**config.mk**
```make
export PLATFORM = sky130hd
export DESIGN_NAME = cbpsc_top
export DESIGN_NICKNAME = d
export VERILOG_FILES = /design/src/include/cbpsc_pkg.sv /design/src/core/cbpsc_chan_timer.sv /design/src/core/cbpsc_top.sv
export SDC_FILE = /design/constraint.sdc
export NUM_CORES = 1
export LEC_CHECK = 0
export BUFFER_PORTS_ARGS = -buffer_cell sky130_fd_sc_hd__buf_4
export CORE_MARGIN = 1
export CORE_UTILIZATION = 50
export CTS_CLUSTER_DIAMETER = 200
export DETAILED_ROUTE_END_ITERATION = 7
export HOLD_SLACK_MARGIN = 0.06
export PLACE_DENSITY_LB_ADDON = 0.12
export SKIP_CTS_REPAIR_TIMING = 1
export SYNTH_ARGS = -nofsm -noshare
export SYNTH_HDL_FRONTEND = slang
export SYNTH_SLANG_ARGS = --single-unit
```
**constraint.sdc**
```tcl
create_clock -name clk_sys -period 2.3 [get_ports clk_sys]
set_clock_uncertainty 0.2 [all_clocks]
set_input_delay 0.23 -clock clk_sys [delete_from_list [all_inputs] [get_ports clk_sys]]
set_output_delay 0.23 -clock clk_sys [all_outputs]
set_load 0.03 [all_outputs]
```
**src/include/cbpsc_pkg.sv**
```systemverilog
// Constants, register map and state type for the cell balancing pause/stop control.
// Assumes a 200 MHz system clock and a 32-bit Avalon-MM register port.
package cbpsc_pkg;
    localparam int          NUM_CH       = 6;
    localparam int          TIME_W       = 7;
    localparam int          THR_W        = 8;
    localparam int          OT_THR_W     = 4;
    localparam int          ADDR_W       = 6;

    // Register byte offsets
    localparam logic [5:0]  ADDR_CTRL    = 6'h00;
    localparam logic [5:0]  ADDR_STAT    = 6'h04;
    localparam logic [5:0]  ADDR_DONE    = 6'h08;
    localparam logic [5:0]  ADDR_OT_THR  = 6'h0C;
    localparam logic [5:0]  ADDR_RESULT  = 6'h10;
    localparam logic [5:0]  ADDR_CH_BASE = 6'h20;

    // Control register fields
    localparam int          CTRL_GO      = 0;
    localparam int          CTRL_PAUSE   = 1;
    localparam int          CTRL_OT_EN   = 2;
    localparam int          CTRL_FLT_EN  = 3;
    localparam int          CTRL_ACT_LSB = 4;
    localparam int          CTRL_LATCH   = 8;
    localparam int          CTRL_SEL_LSB = 12;

    // Status register fields
    localparam int          STAT_RUN     = 0;
    localparam int          STAT_PAUSED  = 1;
    localparam int          STAT_DONE    = 2;
    localparam int          STAT_ABORT   = 3;
    localparam int          STAT_VALID   = 4;

    // Values
    localparam logic [1:0]  POWER_SHUTDOWN = 2'h2;
    localparam logic [7:0]  RESULT_INVALID = 8'hFF;
    localparam logic [31:0] RST_ZERO       = 32'h0000_0000;

    // Countdown unit: one timer step per TIME_LSB_MS milliseconds
    localparam int unsigned TIME_LSB_MS  = 1000;
    localparam int unsigned CLK_KHZ      = 200000;
    localparam int unsigned TICK_CYCLES  = TIME_LSB_MS * CLK_KHZ;

    typedef enum logic [2:0] {ST_IDLE, ST_RUN, ST_PAUSE, ST_DONE, ST_ABORT} cbpsc_state_type;

    // Channel number of a per-channel timer address, NUM_CH when out of range
    function automatic logic [3:0] ch_index(input logic [5:0] addr);
        logic [5:0] rel;
        rel = addr - ADDR_CH_BASE;
        if (addr >= ADDR_CH_BASE && rel[5:2] < NUM_CH) begin
            ch_index = rel[5:2];
        end else begin
            ch_index = 4'(NUM_CH);
        end
    endfunction
endpackage

```
**src/core/cbpsc_chan_timer.sv**
```systemverilog
// One balancing channel: countdown timer and per-channel stop logic.
// Assumes load, tick, hold and abort come from the same clock domain.
`timescale 1ns/10ps
module cbpsc_chan_timer #(
    parameter int W = 7
) (
    input  wire logic         clk_sys,
    input  wire logic         rst_b,
    input  wire logic         load,
    input  wire logic [W-1:0] load_value,
    input  wire logic         tick,
    input  wire logic         hold,
    input  wire logic         below_done,
    input  wire logic         abort,
    output logic      [W-1:0] count,
    output logic              active
);
    logic [W-1:0] count_reg;
    logic         active_reg;

    // Countdown; frozen while held, stopped channels keep what is left
    always_ff @(posedge clk_sys) begin
        if (!rst_b) begin
            count_reg <= '0;
        end else if (load) begin
            count_reg <= load_value;
        end else if (active_reg && tick && !hold && count_reg != '0) begin
            count_reg <= count_reg - W'(1);
        end
    end

    // Channel stays active while time is left and no stop condition hit
    always_ff @(posedge clk_sys) begin
        if (!rst_b) begin
            active_reg <= 1'b0;
        end else if (load) begin
            active_reg <= (load_value != '0);
        end else if (abort) begin
            active_reg <= 1'b0;
        end else if (active_reg && !hold) begin
            if (below_done || (tick && count_reg == W'(1)) || count_reg == '0) begin
                active_reg <= 1'b0;
            end
        end
    end

    assign count  = count_reg;
    assign active = active_reg;

    a_timer_hold: assert property (@(posedge clk_sys) disable iff (!rst_b)
        hold && !load |=> $stable(count_reg)) else $error("timer moved while held");
    a_stop_expire: assert property (@(posedge clk_sys) disable iff (!rst_b)
        active_reg && tick && !hold && !load && count_reg == W'(1) |=> !active_reg && count_reg == '0)
        else $error("channel kept running after expiry");
endmodule

```
**src/core/cbpsc_top.sv**
```systemverilog
// Cell balancing pause/stop control with Avalon-MM register slave.
// Assumes protector comparator results arrive as asynchronous pins.
//
// Summary of operation
// - Balancing started in active mode keeps running after the device enters sleep.
// - On completion the device requests the configured power mode; 0b10 is shutdown.
// - Pause on die overheat, enabled thermistor overheat, or host pause request.
// - Host may set the pause request any time after start; honoured immediately.
// - While paused all switches are off, timers frozen, paused flag set.
// - An unmasked fault during pause never aborts balancing.
// - On leaving pause, timers resume and channels with time left rebalance.
// - A channel stops on timer expiry or voltage below a non-zero done threshold.
// - Complete flag sets only when every enabled channel has stopped normally.
// - With fault abort enabled, a fault stops all channels and sets the abort flag.
// - Go with every timer zero starts nothing and leaves complete clear.
// - Go with time set but all cells below threshold starts, stops, completes.
// - Six per-channel timers load on start, count down, and hold in pause.
// - Latch command copies the selected channel's remaining time to the result.
// - Latched time is meaningful only when running, paused or validly stopped.
// - With balancing held stopped, the remaining time reads an invalid code.
// - Expiry stop reads zero; done-voltage stop reads the time still left.
// - Writing go starts balancing; running flag is high while actively balancing.
// - Pause leaves all balancing settings untouched for the resume.
`timescale 1ns/10ps
module cbpsc_top
    import cbpsc_pkg::*;
#(
    parameter int unsigned TICK_CYC = cbpsc_pkg::TICK_CYCLES
) (
    input  wire logic                          clk_sys,
    input  wire logic                          rst_b,
    input  wire logic [cbpsc_pkg::ADDR_W-1:0]  avs_address,
    input  wire logic                          avs_read,
    input  wire logic                          avs_write,
    input  wire logic [31:0]                   avs_writedata,
    output logic      [31:0]                   avs_readdata,
    output logic                               avs_waitrequest,
    input  wire logic                          die_temp_hot,
    input  wire logic                          thermistor_hot,
    input  wire logic                          fault_unmasked,
    input  wire logic [cbpsc_pkg::NUM_CH-1:0]  cell_below_done,
    output logic      [cbpsc_pkg::NUM_CH-1:0]  balance_switch,
    output logic      [cbpsc_pkg::THR_W-1:0]   done_voltage_threshold,
    output logic      [cbpsc_pkg::OT_THR_W-1:0] thermistor_pause_threshold,
    output logic      [1:0]                    power_mode_request,
    output logic                               power_mode_strobe
);
    import cbpsc_pkg::*;

    localparam int SW = NUM_CH + 3;

    cbpsc_state_type     state_reg;
    logic [31:0]         rdata_reg;
    logic                wait_reg;
    logic                host_pause_request;
    logic                thermistor_pause_enable;
    logic                fault_abort_enable;
    logic [1:0]          completion_power_action;
    logic [3:0]          remaining_time_channel_select;
    logic [THR_W-1:0]    done_thr_reg;
    logic [OT_THR_W-1:0] ot_thr_reg;
    logic [TIME_W-1:0]   channel_balance_time [NUM_CH];
    logic [7:0]          remaining_time_result;
    logic                balancing_complete_flag;
    logic                fault_abort_flag;
    logic                valid_reg;
    logic [NUM_CH-1:0]   sw_reg;
    logic [1:0]          pwr_req_reg;
    logic                pwr_stb_reg;
    logic [SW-1:0]       sync1_reg;
    logic [SW-1:0]       sync2_reg;
    logic [SW-1:0]       sync3_reg;
    logic [SW-1:0]       filt_reg;
    logic [31:0]         tick_cnt_reg;
    logic                tick;
    logic [TIME_W-1:0]   count    [NUM_CH];
    logic [NUM_CH-1:0]   active;
    logic                acc;
    logic                wr_ctrl;
    logic                go;
    logic                latch;
    logic                all_zero;
    logic                pause_cond;
    logic                die_hot_s;
    logic                ot_hot_s;
    logic                fault_s;
    logic [NUM_CH-1:0]   below_s;
    logic [NUM_CH-1:0]   below_eff;
    logic                paused;
    logic                abort_now;
    logic [3:0]          wr_ch;

    // Bus access is taken on the edge where waitrequest is seen low
    assign acc     = (avs_read || avs_write) && !wait_reg;
    assign wr_ctrl = avs_write && !wait_reg && avs_address == ADDR_CTRL;
    assign go      = wr_ctrl && avs_writedata[CTRL_GO];
    assign latch   = wr_ctrl && avs_writedata[CTRL_LATCH];
    assign wr_ch   = ch_index(avs_address);

    // Pin inputs: three stages, a change counts once stages two and three agree
    always_ff @(posedge clk_sys) begin
        if (!rst_b) begin
            sync1_reg <= '0;
            sync2_reg <= '0;
            sync3_reg <= '0;
            filt_reg  <= '0;
        end else begin
            sync1_reg <= {fault_unmasked, thermistor_hot, die_temp_hot, cell_below_done};
            sync2_reg <= sync1_reg;
            sync3_reg <= sync2_reg;
            filt_reg  <= (sync2_reg & sync3_reg) | (filt_reg & (sync2_reg | sync3_reg));
        end
    end

    assign below_s   = filt_reg[NUM_CH-1:0];
    assign die_hot_s = filt_reg[NUM_CH];
    assign ot_hot_s  = filt_reg[NUM_CH+1];
    assign fault_s   = filt_reg[NUM_CH+2];

    // A zero threshold disables the voltage stop
    assign below_eff = (done_thr_reg != '0) ? below_s : '0;

    // Any of the three causes pauses; host bit acts at once
    assign pause_cond = die_hot_s || (thermistor_pause_enable && ot_hot_s) || host_pause_request;
    assign paused     = (state_reg == ST_PAUSE) || (state_reg == ST_RUN && pause_cond);
    assign abort_now  = state_reg == ST_RUN && !pause_cond && fault_abort_enable && fault_s;

    always_comb begin
        all_zero = 1'b1;
        for (int i = 0; i < NUM_CH; i++) begin
            if (channel_balance_time[i] != '0) begin
                all_zero = 1'b0;
            end
        end
    end

    // Countdown prescaler runs only while balancing, so a pause freezes it
    always_ff @(posedge clk_sys) begin
        if (!rst_b || go) begin
            tick_cnt_reg <= RST_ZERO;
        end else if (state_reg == ST_RUN && !pause_cond) begin
            tick_cnt_reg <= (tick_cnt_reg == TICK_CYC - 1) ? RST_ZERO : tick_cnt_reg + 32'h0000_0001;
        end
    end
    assign tick = (tick_cnt_reg == TICK_CYC - 1);

    // One timer per channel
    for (genvar g = 0; g < NUM_CH; g++) begin : g_ch
        cbpsc_chan_timer #(.W(TIME_W)) u_timer (
            .clk_sys    (clk_sys),
            .rst_b      (rst_b),
            .load       (go && !all_zero),
            .load_value (channel_balance_time[g]),
            .tick       (tick),
            .hold       (paused || state_reg != ST_RUN),
            .below_done (below_eff[g]),
            .abort      (abort_now),
            .count      (count[g]),
            .active     (active[g])
        );
    end

    // Settings change only by software writes; pause never touches them
    always_ff @(posedge clk_sys) begin
        if (!rst_b) begin
            host_pause_request            <= 1'b0;
            thermistor_pause_enable       <= 1'b0;
            fault_abort_enable            <= 1'b0;
            completion_power_action       <= 2'h0;
            remaining_time_channel_select <= 4'h0;
            done_thr_reg                  <= '0;
            ot_thr_reg                    <= '0;
            for (int i = 0; i < NUM_CH; i++) begin
                channel_balance_time[i] <= '0;
            end
        end else if (avs_write && !wait_reg) begin
            if (avs_address == ADDR_CTRL) begin
                host_pause_request            <= avs_writedata[CTRL_PAUSE];
                thermistor_pause_enable       <= avs_writedata[CTRL_OT_EN];
                fault_abort_enable            <= avs_writedata[CTRL_FLT_EN];
                completion_power_action       <= avs_writedata[CTRL_ACT_LSB +: 2];
                remaining_time_channel_select <= avs_writedata[CTRL_SEL_LSB +: 4];
            end
            if (avs_address == ADDR_DONE) begin
                done_thr_reg <= avs_writedata[THR_W-1:0];
            end
            if (avs_address == ADDR_OT_THR) begin
                ot_thr_reg <= avs_writedata[OT_THR_W-1:0];
            end
            if (wr_ch < NUM_CH) begin
                channel_balance_time[wr_ch[2:0]] <= avs_writedata[TIME_W-1:0];
            end
        end
    end

    // Sequencer; no power-mode input is consulted, so sleep does not stop it
    always_ff @(posedge clk_sys) begin
        if (!rst_b) begin
            state_reg <= ST_IDLE;
        end else if (go) begin
            state_reg <= all_zero ? ST_IDLE : ST_RUN;
        end else begin
            case (state_reg)
                ST_RUN: begin
                    if (pause_cond) begin
                        state_reg <= ST_PAUSE;
                    end else if (abort_now) begin
                        state_reg <= ST_ABORT;
                    end else if (active == '0) begin
                        state_reg <= ST_DONE;
                    end
                end
                ST_PAUSE: begin
                    if (!pause_cond) begin
                        state_reg <= ST_RUN;
                    end
                end
                default: state_reg <= state_reg;
            endcase
        end
    end

    // Sticky outcome flags, cleared by the next go
    always_ff @(posedge clk_sys) begin
        if (!rst_b || go) begin
            balancing_complete_flag <= 1'b0;
            fault_abort_flag        <= 1'b0;
        end else if (state_reg == ST_RUN && !pause_cond && !abort_now && active == '0) begin
            balancing_complete_flag <= 1'b1;
        end else if (abort_now) begin
            fault_abort_flag <= 1'b1;
        end
    end

    // Completion requests the chosen power mode with a one-cycle strobe
    always_ff @(posedge clk_sys) begin
        if (!rst_b) begin
            pwr_req_reg <= 2'h0;
            pwr_stb_reg <= 1'b0;
        end else begin
            pwr_stb_reg <= 1'b0;
            if (!go && state_reg == ST_RUN && !pause_cond && !abort_now && active == '0) begin
                pwr_req_reg <= completion_power_action;
                pwr_stb_reg <= 1'b1;
            end
        end
    end

    // Switches only while running and not pausing
    always_ff @(posedge clk_sys) begin
        if (!rst_b) begin
            sw_reg <= '0;
        end else begin
            sw_reg <= (state_reg == ST_RUN && !pause_cond && !abort_now) ? active : '0;
        end
    end

    // Valid once a real start happened; a go with no time set invalidates it
    always_ff @(posedge clk_sys) begin
        if (!rst_b) begin
            valid_reg <= 1'b0;
        end else if (go) begin
            valid_reg <= !all_zero;
        end
    end

    // Latch copies frozen or running count; expiry leaves zero in it
    always_ff @(posedge clk_sys) begin
        if (!rst_b) begin
            remaining_time_result <= RESULT_INVALID;
        end else if (latch) begin
            if (!valid_reg || avs_writedata[CTRL_SEL_LSB +: 4] >= NUM_CH) begin
                remaining_time_result <= RESULT_INVALID;
            end else begin
                remaining_time_result <= 8'(count[avs_writedata[CTRL_SEL_LSB +: 3]]);
            end
        end
    end

    // Bus slave: one wait cycle, read data prepared on that edge
    always_ff @(posedge clk_sys) begin
        if (!rst_b) begin
            wait_reg  <= 1'b1;
            rdata_reg <= RST_ZERO;
        end else if (acc) begin
            wait_reg <= 1'b1;
        end else if (avs_read || avs_write) begin
            wait_reg  <= 1'b0;
            rdata_reg <= RST_ZERO;
            case (avs_address)
                ADDR_CTRL: begin
                    rdata_reg[CTRL_PAUSE]            <= host_pause_request;
                    rdata_reg[CTRL_OT_EN]            <= thermistor_pause_enable;
                    rdata_reg[CTRL_FLT_EN]           <= fault_abort_enable;
                    rdata_reg[CTRL_ACT_LSB +: 2]     <= completion_power_action;
                    rdata_reg[CTRL_SEL_LSB +: 4]     <= remaining_time_channel_select;
                end
                ADDR_STAT: begin
                    rdata_reg[STAT_RUN]    <= (state_reg == ST_RUN);
                    rdata_reg[STAT_PAUSED] <= (state_reg == ST_PAUSE);
                    rdata_reg[STAT_DONE]   <= balancing_complete_flag;
                    rdata_reg[STAT_ABORT]  <= fault_abort_flag;
                    rdata_reg[STAT_VALID]  <= valid_reg;
                end
                ADDR_DONE:   rdata_reg[THR_W-1:0]    <= done_thr_reg;
                ADDR_OT_THR: rdata_reg[OT_THR_W-1:0] <= ot_thr_reg;
                ADDR_RESULT: rdata_reg[7:0]          <= remaining_time_result;
                default: begin
                    if (wr_ch < NUM_CH) begin
                        rdata_reg[TIME_W-1:0] <= channel_balance_time[wr_ch[2:0]];
                    end
                end
            endcase
        end
    end

    assign avs_readdata               = rdata_reg;
    assign avs_waitrequest            = wait_reg;
    assign balance_switch             = sw_reg;
    assign done_voltage_threshold     = done_thr_reg;
    assign thermistor_pause_threshold = ot_thr_reg;
    assign power_mode_request         = pwr_req_reg;
    assign power_mode_strobe          = pwr_stb_reg;

    a_pause_enter: assert property (@(posedge clk_sys) disable iff (!rst_b)
        state_reg == ST_RUN && pause_cond && !go |=> state_reg == ST_PAUSE) else $error("no pause");
    a_pause_switch_off: assert property (@(posedge clk_sys) disable iff (!rst_b)
        state_reg == ST_PAUSE |=> balance_switch == '0) else $error("switch on in pause");
    a_pause_no_abort: assert property (@(posedge clk_sys) disable iff (!rst_b)
        state_reg == ST_PAUSE && fault_s && !go |=> !fault_abort_flag) else $error("abort in pause");
    a_pause_resume: assert property (@(posedge clk_sys) disable iff (!rst_b)
        state_reg == ST_PAUSE && !pause_cond && !go |=> state_reg == ST_RUN) else $error("no resume");
    a_host_pause_hold: assert property (@(posedge clk_sys) disable iff (!rst_b)
        state_reg == ST_PAUSE && host_pause_request && !go |=> state_reg == ST_PAUSE) else $error("left pause");
    a_zero_go_idle: assert property (@(posedge clk_sys) disable iff (!rst_b)
        go && all_zero |=> state_reg == ST_IDLE && !balancing_complete_flag) else $error("zero go started");
    a_abort_flags: assert property (@(posedge clk_sys) disable iff (!rst_b)
        abort_now && !go |=> fault_abort_flag && !balancing_complete_flag ##1 balance_switch == '0)
        else $error("abort not taken");
    a_done_power: assert property (@(posedge clk_sys) disable iff (!rst_b)
        $rose(balancing_complete_flag) |-> power_mode_strobe && active == '0) else $error("no power request");
    a_invalid_code: assert property (@(posedge clk_sys) disable iff (!rst_b)
        latch && !valid_reg |=> remaining_time_result == RESULT_INVALID) else $error("valid code when stopped");
endmodule

```
==> impl_metrics.ini, run 1 <==
[final_layout]
area_delta_synth_final_pct = 33.6
fin_area_um2 = 14200
drive_gt1_share_pct = 26.6
n_antenna_cell = 0
final_nets = 1500
utilization_pct = 69.0
num-fill-cells = 1642
seqCellArea_um2 = 4730
multi_input_area_um2 = 5700

[logic_synthesis]
syn_area_per_cell_um2 = 8.98
synth-edff-count = 42
ys_seq_area_share_pct = 44.5
synth_top_area_cell = dfxtp_1
synth_commonest_cells = dfxtp_1, nand2_1, nor2_1
yosys_warnings = 0
synthArstFlopShare_pct = 0
netlist.area_leader.share_pct = 32.6
synthCells = 1183
synth_most_common_cell = dfxtp_1
ys.flop_type = dfxtp_1
synth_area_leaders = dfxtp_1, edfxtp_1, o21ai_0
ys_seq_elements = 215
netlist_area_um2 = 10600
synth.distinct_cells = 66

[timing]
hold_viol_final = 0
period_share_pct = 105
max-slew-margin-rel_pct = 58.1
fin_crit_ns = 2.42
rsz0062_at_grt = yes
setup_viol = 21
setup_ws_ns = -0.122
setup-tns-final_ns = -0.805
fmax_mhz = 413
report.final.slew_viol_count = 0
worst_pin_slew_ns = 0.622

[detailed_routing]
drt_first_pass_iters = 8
ant_nets = 0
drc = 0
drtIter0Drc = 875
wl_mm = 33.7
via_per_inst = 5.93
vias = 10189
wire_per_inst_um = 19.6

[worst_setup_path]
crit_type = flop to flop
critPathLaunchType = flop
required_ns = 2.55
critPathMaxFanout = 6
crit_path_end_kind = flop
crit_arrival_ns = 2.67
r2r-end = g_ch[2].u_timer.active
r2r_start = channel_balance_time[5][1]
rrSetupSlack_ns = -0.12
r2r_cells = 8

[clock_tree]
cts_buffers = 24
clock_path_buffers = 3
tritoncts = built
clk_latency_ns = 0.53
clockRootBuffer = clkbuf_16
cts.sinks = 215
clk_pin_slew_ns = 0.07
htreeDepth = 1

[grt]
grt_max_degree = 36
grt-busiest-layer = met2
grt_antenna_before_repair = 0
met1_usage_pct = 41.0
grt_pass1_wl_mm = 50.3
grt_pass1_vias = 9222
grt.total_usage_pct = 29.6
groute.layer.met3.usage_pct = 5.31
met2_usage_pct = 46.4
grt_overflow = 0

[pwr]
pwr_density_cell_nw_per_um2 = 630
power_mw = 8.94
leakagePower_nw = 5.48
peakVddDrop_v = 0.000666

[worst_hold_path]
min_from = avs_writedata[8]
hold_class = input pin to flop
hold_depth = 4
min_to = remaining_time_result[7]

[floorplan]
pin_count = 105
start_util_pct = 51.7
dieArea_um2 = 21800
coreArea_um2 = 20600
die_x_um = 148
die_h_um = 148
rows = 52

[placed_design]
dpl_cell_area_um2 = 12500
numPortBuffers = 65
gp_routability_congestion = 0.969
dp_hpwl_mm = 23.9

[run_status]
violations = setup timing
status = finished with violations

[run]
maxCapViolCount = 0
power breakdown:
part	switching [mW]	internal, mW
clock network	1.58	2.29
logic	0.607	0.449
registers	0.0679	3.94
total	2.25	6.68
worst max-delay path: stages, from the launching register on:
cell and delay (ns):
edfxtp_1 0.44, nor3_1 0.32, nand4_1 0.22, o31ai_4 0.39, buf_6 0.21, buf_6 0.13, clkbuf_16 0.15, o2111ai_2 0.12
a21oi_1 0.17
final cells by class:
| type | count | area share, % |
|---|---|---|
| Multi-Input combinational cell | 857 | 40.2 |
| Clock inverter | 7 | 0.503 |
| Tap cell | 270 | 2.38 |
| Inverter | 34 | 0.899 |
| Clock buffer | 36 | 5.12 |
| Sequential cell | 215 | 33.3 |
| Timing Repair Buffer | 298 | 17.6 |
cell families (layout without fill, tap and decap cells):
logic type,count (synthesis),after routing,share of synthesized area [%]
mux,46,46,5.64
compound gates,265,265,15.4
buf+inv,130,375,5.54
xor+xnor,52,52,4.29
flops,215,215,44.5
simple gates,455,455,22.4
other cells,1,20,0.0353
fa+ha+maj,19,19,2.24
routing by layer:
metal  wire (um)  vias up
met5           0        -
met4        1140        0
met3        2650       91
met2       15400      499
met1       14500     4832
li1            -     4767
how the worst max path moves through the flow:
stage	start	to	slack (ns)	cells after the start
2_1_floorplan	tick_cnt_reg[0]	g_ch[3].u_timer.count[6]	0.03	7
3_3_place_gp	channel_balance_time[3][2]	g_ch[3].u_timer.count[1]	-0.11	7
3_5_place_dp	tick_cnt_reg[0]	g_ch[2].u_timer.count[4]	-0.13	7
4_1_cts	filt_reg[7]	g_ch[2].u_timer.count[4]	-0.14	6
5_1_grt	channel_balance_time[5][1]	g_ch[2].u_timer.active	-0.21	8
6_report	channel_balance_time[5][1]	g_ch[2].u_timer.active	-0.12	8
per-stage QoR:
step                std cells  setup slack [ns]  hold slack (ns)
finish                   1717            -0.122           0.0544
global route             1717            -0.213           0.0762
CTS                      1669            -0.140           -0.301
detailed placement       1626            -0.126            0.222
global placement         1626            -0.108            0.213
floorplan                1202            0.0333            0.157
placed cells by master, fill, tap and decap left out, drive strengths merged, types with 6 or more instances in the layout:
cell | synthesis | layout
o21ai | 85 | 85
or3 | 13 | 13
nor4 | 50 | 50
ha | 19 | 19
mux2i | 25 | 25
edfxtp | 42 | 42
o31ai | 9 | 9
inv | 34 | 34
nand4 | 12 | 12
nand2b | 8 | 8
and2 | 33 | 33
nor4b | 6 | 6
xor2 | 8 | 8
and4 | 14 | 14
a221oi | 12 | 12
dlygate4sd3 | 0 | 28
clkinv | 0 | 6
xnor2 | 44 | 44
conb | 1 | 20
nor3 | 25 | 25
mux2 | 11 | 11
dfxtp | 173 | 173
o2111ai | 18 | 18
or4 | 14 | 14
mux4 | 10 | 10
or3b | 6 | 6
a31oi | 21 | 21
clkbuf | 58 | 40
o211ai | 13 | 13
buf | 38 | 266
nand2 | 110 | 110
a21oi | 72 | 72
nand3 | 42 | 42
nor2 | 103 | 103
o21a | 7 | 7
(Power assumes the default switching activity.)
==> run 2, diff against run 1 <==
--- a/config.mk
+++ b/config.mk
@@ -5,12 +5,14 @@
 export SDC_FILE = /design/constraint.sdc
 export NUM_CORES = 1
 export LEC_CHECK = 0
+export ABC_AREA = 1
 export BUFFER_PORTS_ARGS = -buffer_cell sky130_fd_sc_hd__buf_4
 export CORE_MARGIN = 1
 export CORE_UTILIZATION = 50
 export CTS_CLUSTER_DIAMETER = 200
 export DETAILED_ROUTE_END_ITERATION = 7
 export HOLD_SLACK_MARGIN = 0.06
+export MAX_ROUTING_LAYER = met4
 export PLACE_DENSITY_LB_ADDON = 0.12
 export SKIP_CTS_REPAIR_TIMING = 1
 export SYNTH_ARGS = -nofsm -noshare
==> impl_metrics.ini, run 2 <==
[floorplan]
dieArea_um2 = 23600
start_util_pct = 50.9
coreArea_um2 = 22600
die_x_um = 154
pin_count = 105
rows = 55
die_h_um = 154

[logic_synthesis]
netlist_area_um2 = 11500
ys.flop_type = dfxtp_1
ys_seq_elements = 215
synth.distinct_cells = 44
synthArstFlopShare_pct = 0
netlist.area_leader.share_pct = 30.1
synth_top_area_cell = dfxtp_1
yosys_warnings = 0
synthCells = 1644
ys_seq_area_share_pct = 41.1
synth-edff-count = 42
syn_area_per_cell_um2 = 6.99
synth_commonest_cells = nand2_1, nor2_1, inv_1
synth_most_common_cell = nand2_1
synth_area_leaders = dfxtp_1, nand2_1, edfxtp_1

[timing]
rsz0062_at_grt = no
report.final.slew_viol_count = 0
setup_viol = 0
fin_crit_ns = 2.15
fmax_mhz = 465
period_share_pct = 93.5
max-slew-margin-rel_pct = 62.7
hold_viol_final = 0
setup-tns-final_ns = 0
worst_pin_slew_ns = 0.559

[worst_setup_path]
crit_type = input pin to flop
crit_path_end_kind = flop
critPathLaunchType = input pin
path_cells = dlygate4sd3_1 -> buf_4 -> nor2_2 -> nand3_2 -> nor2_4 -> nand2_4 -> clkinv_2 -> nand2_4 -> buf_12 -> buf_4 -> nand3_1 -> nand3_1 -> nand2_1 -> inv_1
critPathMaxFanout = 16
required_ns = 2.53
crit_arrival_ns = 2.38
cpPeakStageDelay_ns = 0.53
slowest_stage = dlygate4sd3_1

[placed_design]
dp_hpwl_mm = 24.6
gp_routability_congestion = 0.941
numPortBuffers = 65

[pwr]
leakagePower_nw = 6.22
power_mw = 9.00
pwr_density_cell_nw_per_um2 = 659
peakVddDrop_v = 0.000572

[worst_hold_path]
hold_class = input pin to flop

[detailed_routing]
drt_first_pass_iters = 6
wl_mm = 32.9
via_per_inst = 5.21
wire_per_inst_um = 15.9
drc = 0
drtIter0Drc = 814
ant_nets = 0
vias = 10821

[final_layout]
n_antenna_cell = 0
final_nets = 1843
final_cell_mix = nand2_1, nor2_1, inv_1
area_delta_synth_final_pct = 18.8
drive_gt1_share_pct = 12.5
layout_commonest_cell = nand2_1

[clock_tree]
clock_path_buffers = 3
tritoncts = built
clockRootBuffer = clkbuf_16
cts_buffers = 24
clk_pin_slew_ns = 0.06
htreeDepth = 1
clk_latency_ns = 0.52
cts.sinks = 215

[grt]
grt.total_usage_pct = 28.4
grt_pass1_vias = 9907
grt_overflow = 0
grt_pass1_wl_mm = 51.5
grt_antenna_before_repair = 0
grt_max_degree = 128

[run_status]
status = finished, final reports clean

[run]
maxCapViolCount = 0
run 2: cell types whose count changed in the layout (fill, tap and decap cells not counted), sizes merged, moves of 36 or more:
cell   delta
nand3   +115
xnor2    -36
buf     -141
nor2    +168
nor4     -50
inv     +190
nand2   +238
run 2: final timing paths:
path | from | end | slack, ns | cells past startpoint
setup / recovery | avs_address[1] | g_ch[1].u_timer.count[2] | 0.15 | 14
hold / removal | avs_writedata[13] | remaining_time_channel_select[1] | 0.04 | 4
setup reg to reg | channel_balance_time[2][5] | g_ch[5].u_timer.count[1] | 0.16 | 9
hold reg to reg | sync1_reg[0] | sync2_reg[0] | 0.21 | 2
run 2: layout make-up:
cell class,count,area [um^2]
inverter,226,850
clock buffer,27,642
timing repair buffer,151,1280
clock inverter,16,159
tap,285,357
sequential,215,4720
fill,2113,8930
multi-input combinational,1155,5640
run 2: cell families (layout without fill, tap and decap cells):
logic type / Yosys count / after routing / synth area share (%)
and+or+nand+nor: 840 / 840 / 32.2
buffers and inverters: 293 / 420 / 10.6
AOI/OAI and AO/OA: 239 / 239 / 11.1
DFF: 215 / 215 / 41.1
xor gates and xnor gates: 37 / 37 / 2.82
adders and majority gates: 19 / 19 / 2.07
other: 1 / 20 / 0.0326
run 2: critical path, delay by kind of cell:
family / cells / cell delay, ns
simple gates: 8 / 0.94
buf+inv: 6 / 1.19
run 2: stage by stage:
step	area (um^2)	utilization, %	setup WS (ns)	instances	hold slack, ns
3_3_place_gp	12500	55.4	0.146	1999	0.199
5_1_grt	13600	60.5	0.000868	2075	0.0644
3_5_place_dp	12500	55.4	0.0970	1999	0.197
2_1_floorplan	11600	-	0.325	1663	0.128
6_report	13600	60.5	0.151	2075	0.0369
4_1_cts	13300	58.9	0.0865	2042	-0.328
run 2: report_power, final:
group	total, mW	internal, mW	leakage [nW]	switching, mW
Combinational	1.09	0.374	4.00	0.715
Sequential	4.05	3.96	1.84	0.0849
Clock	3.86	2.24	0.386	1.62
run 2: per-layer routing:
metal / GRT usage (%) / vias to the layer above / part of all wire [%]
li1: - / 5496 / -
met2: 45.9 / 319 / 47
met5: - / - / 0
met1: 37.5 / 4964 / 45
met3: 3.69 / 42 / 6.5
met4: 7.29 / 0 / 2.0
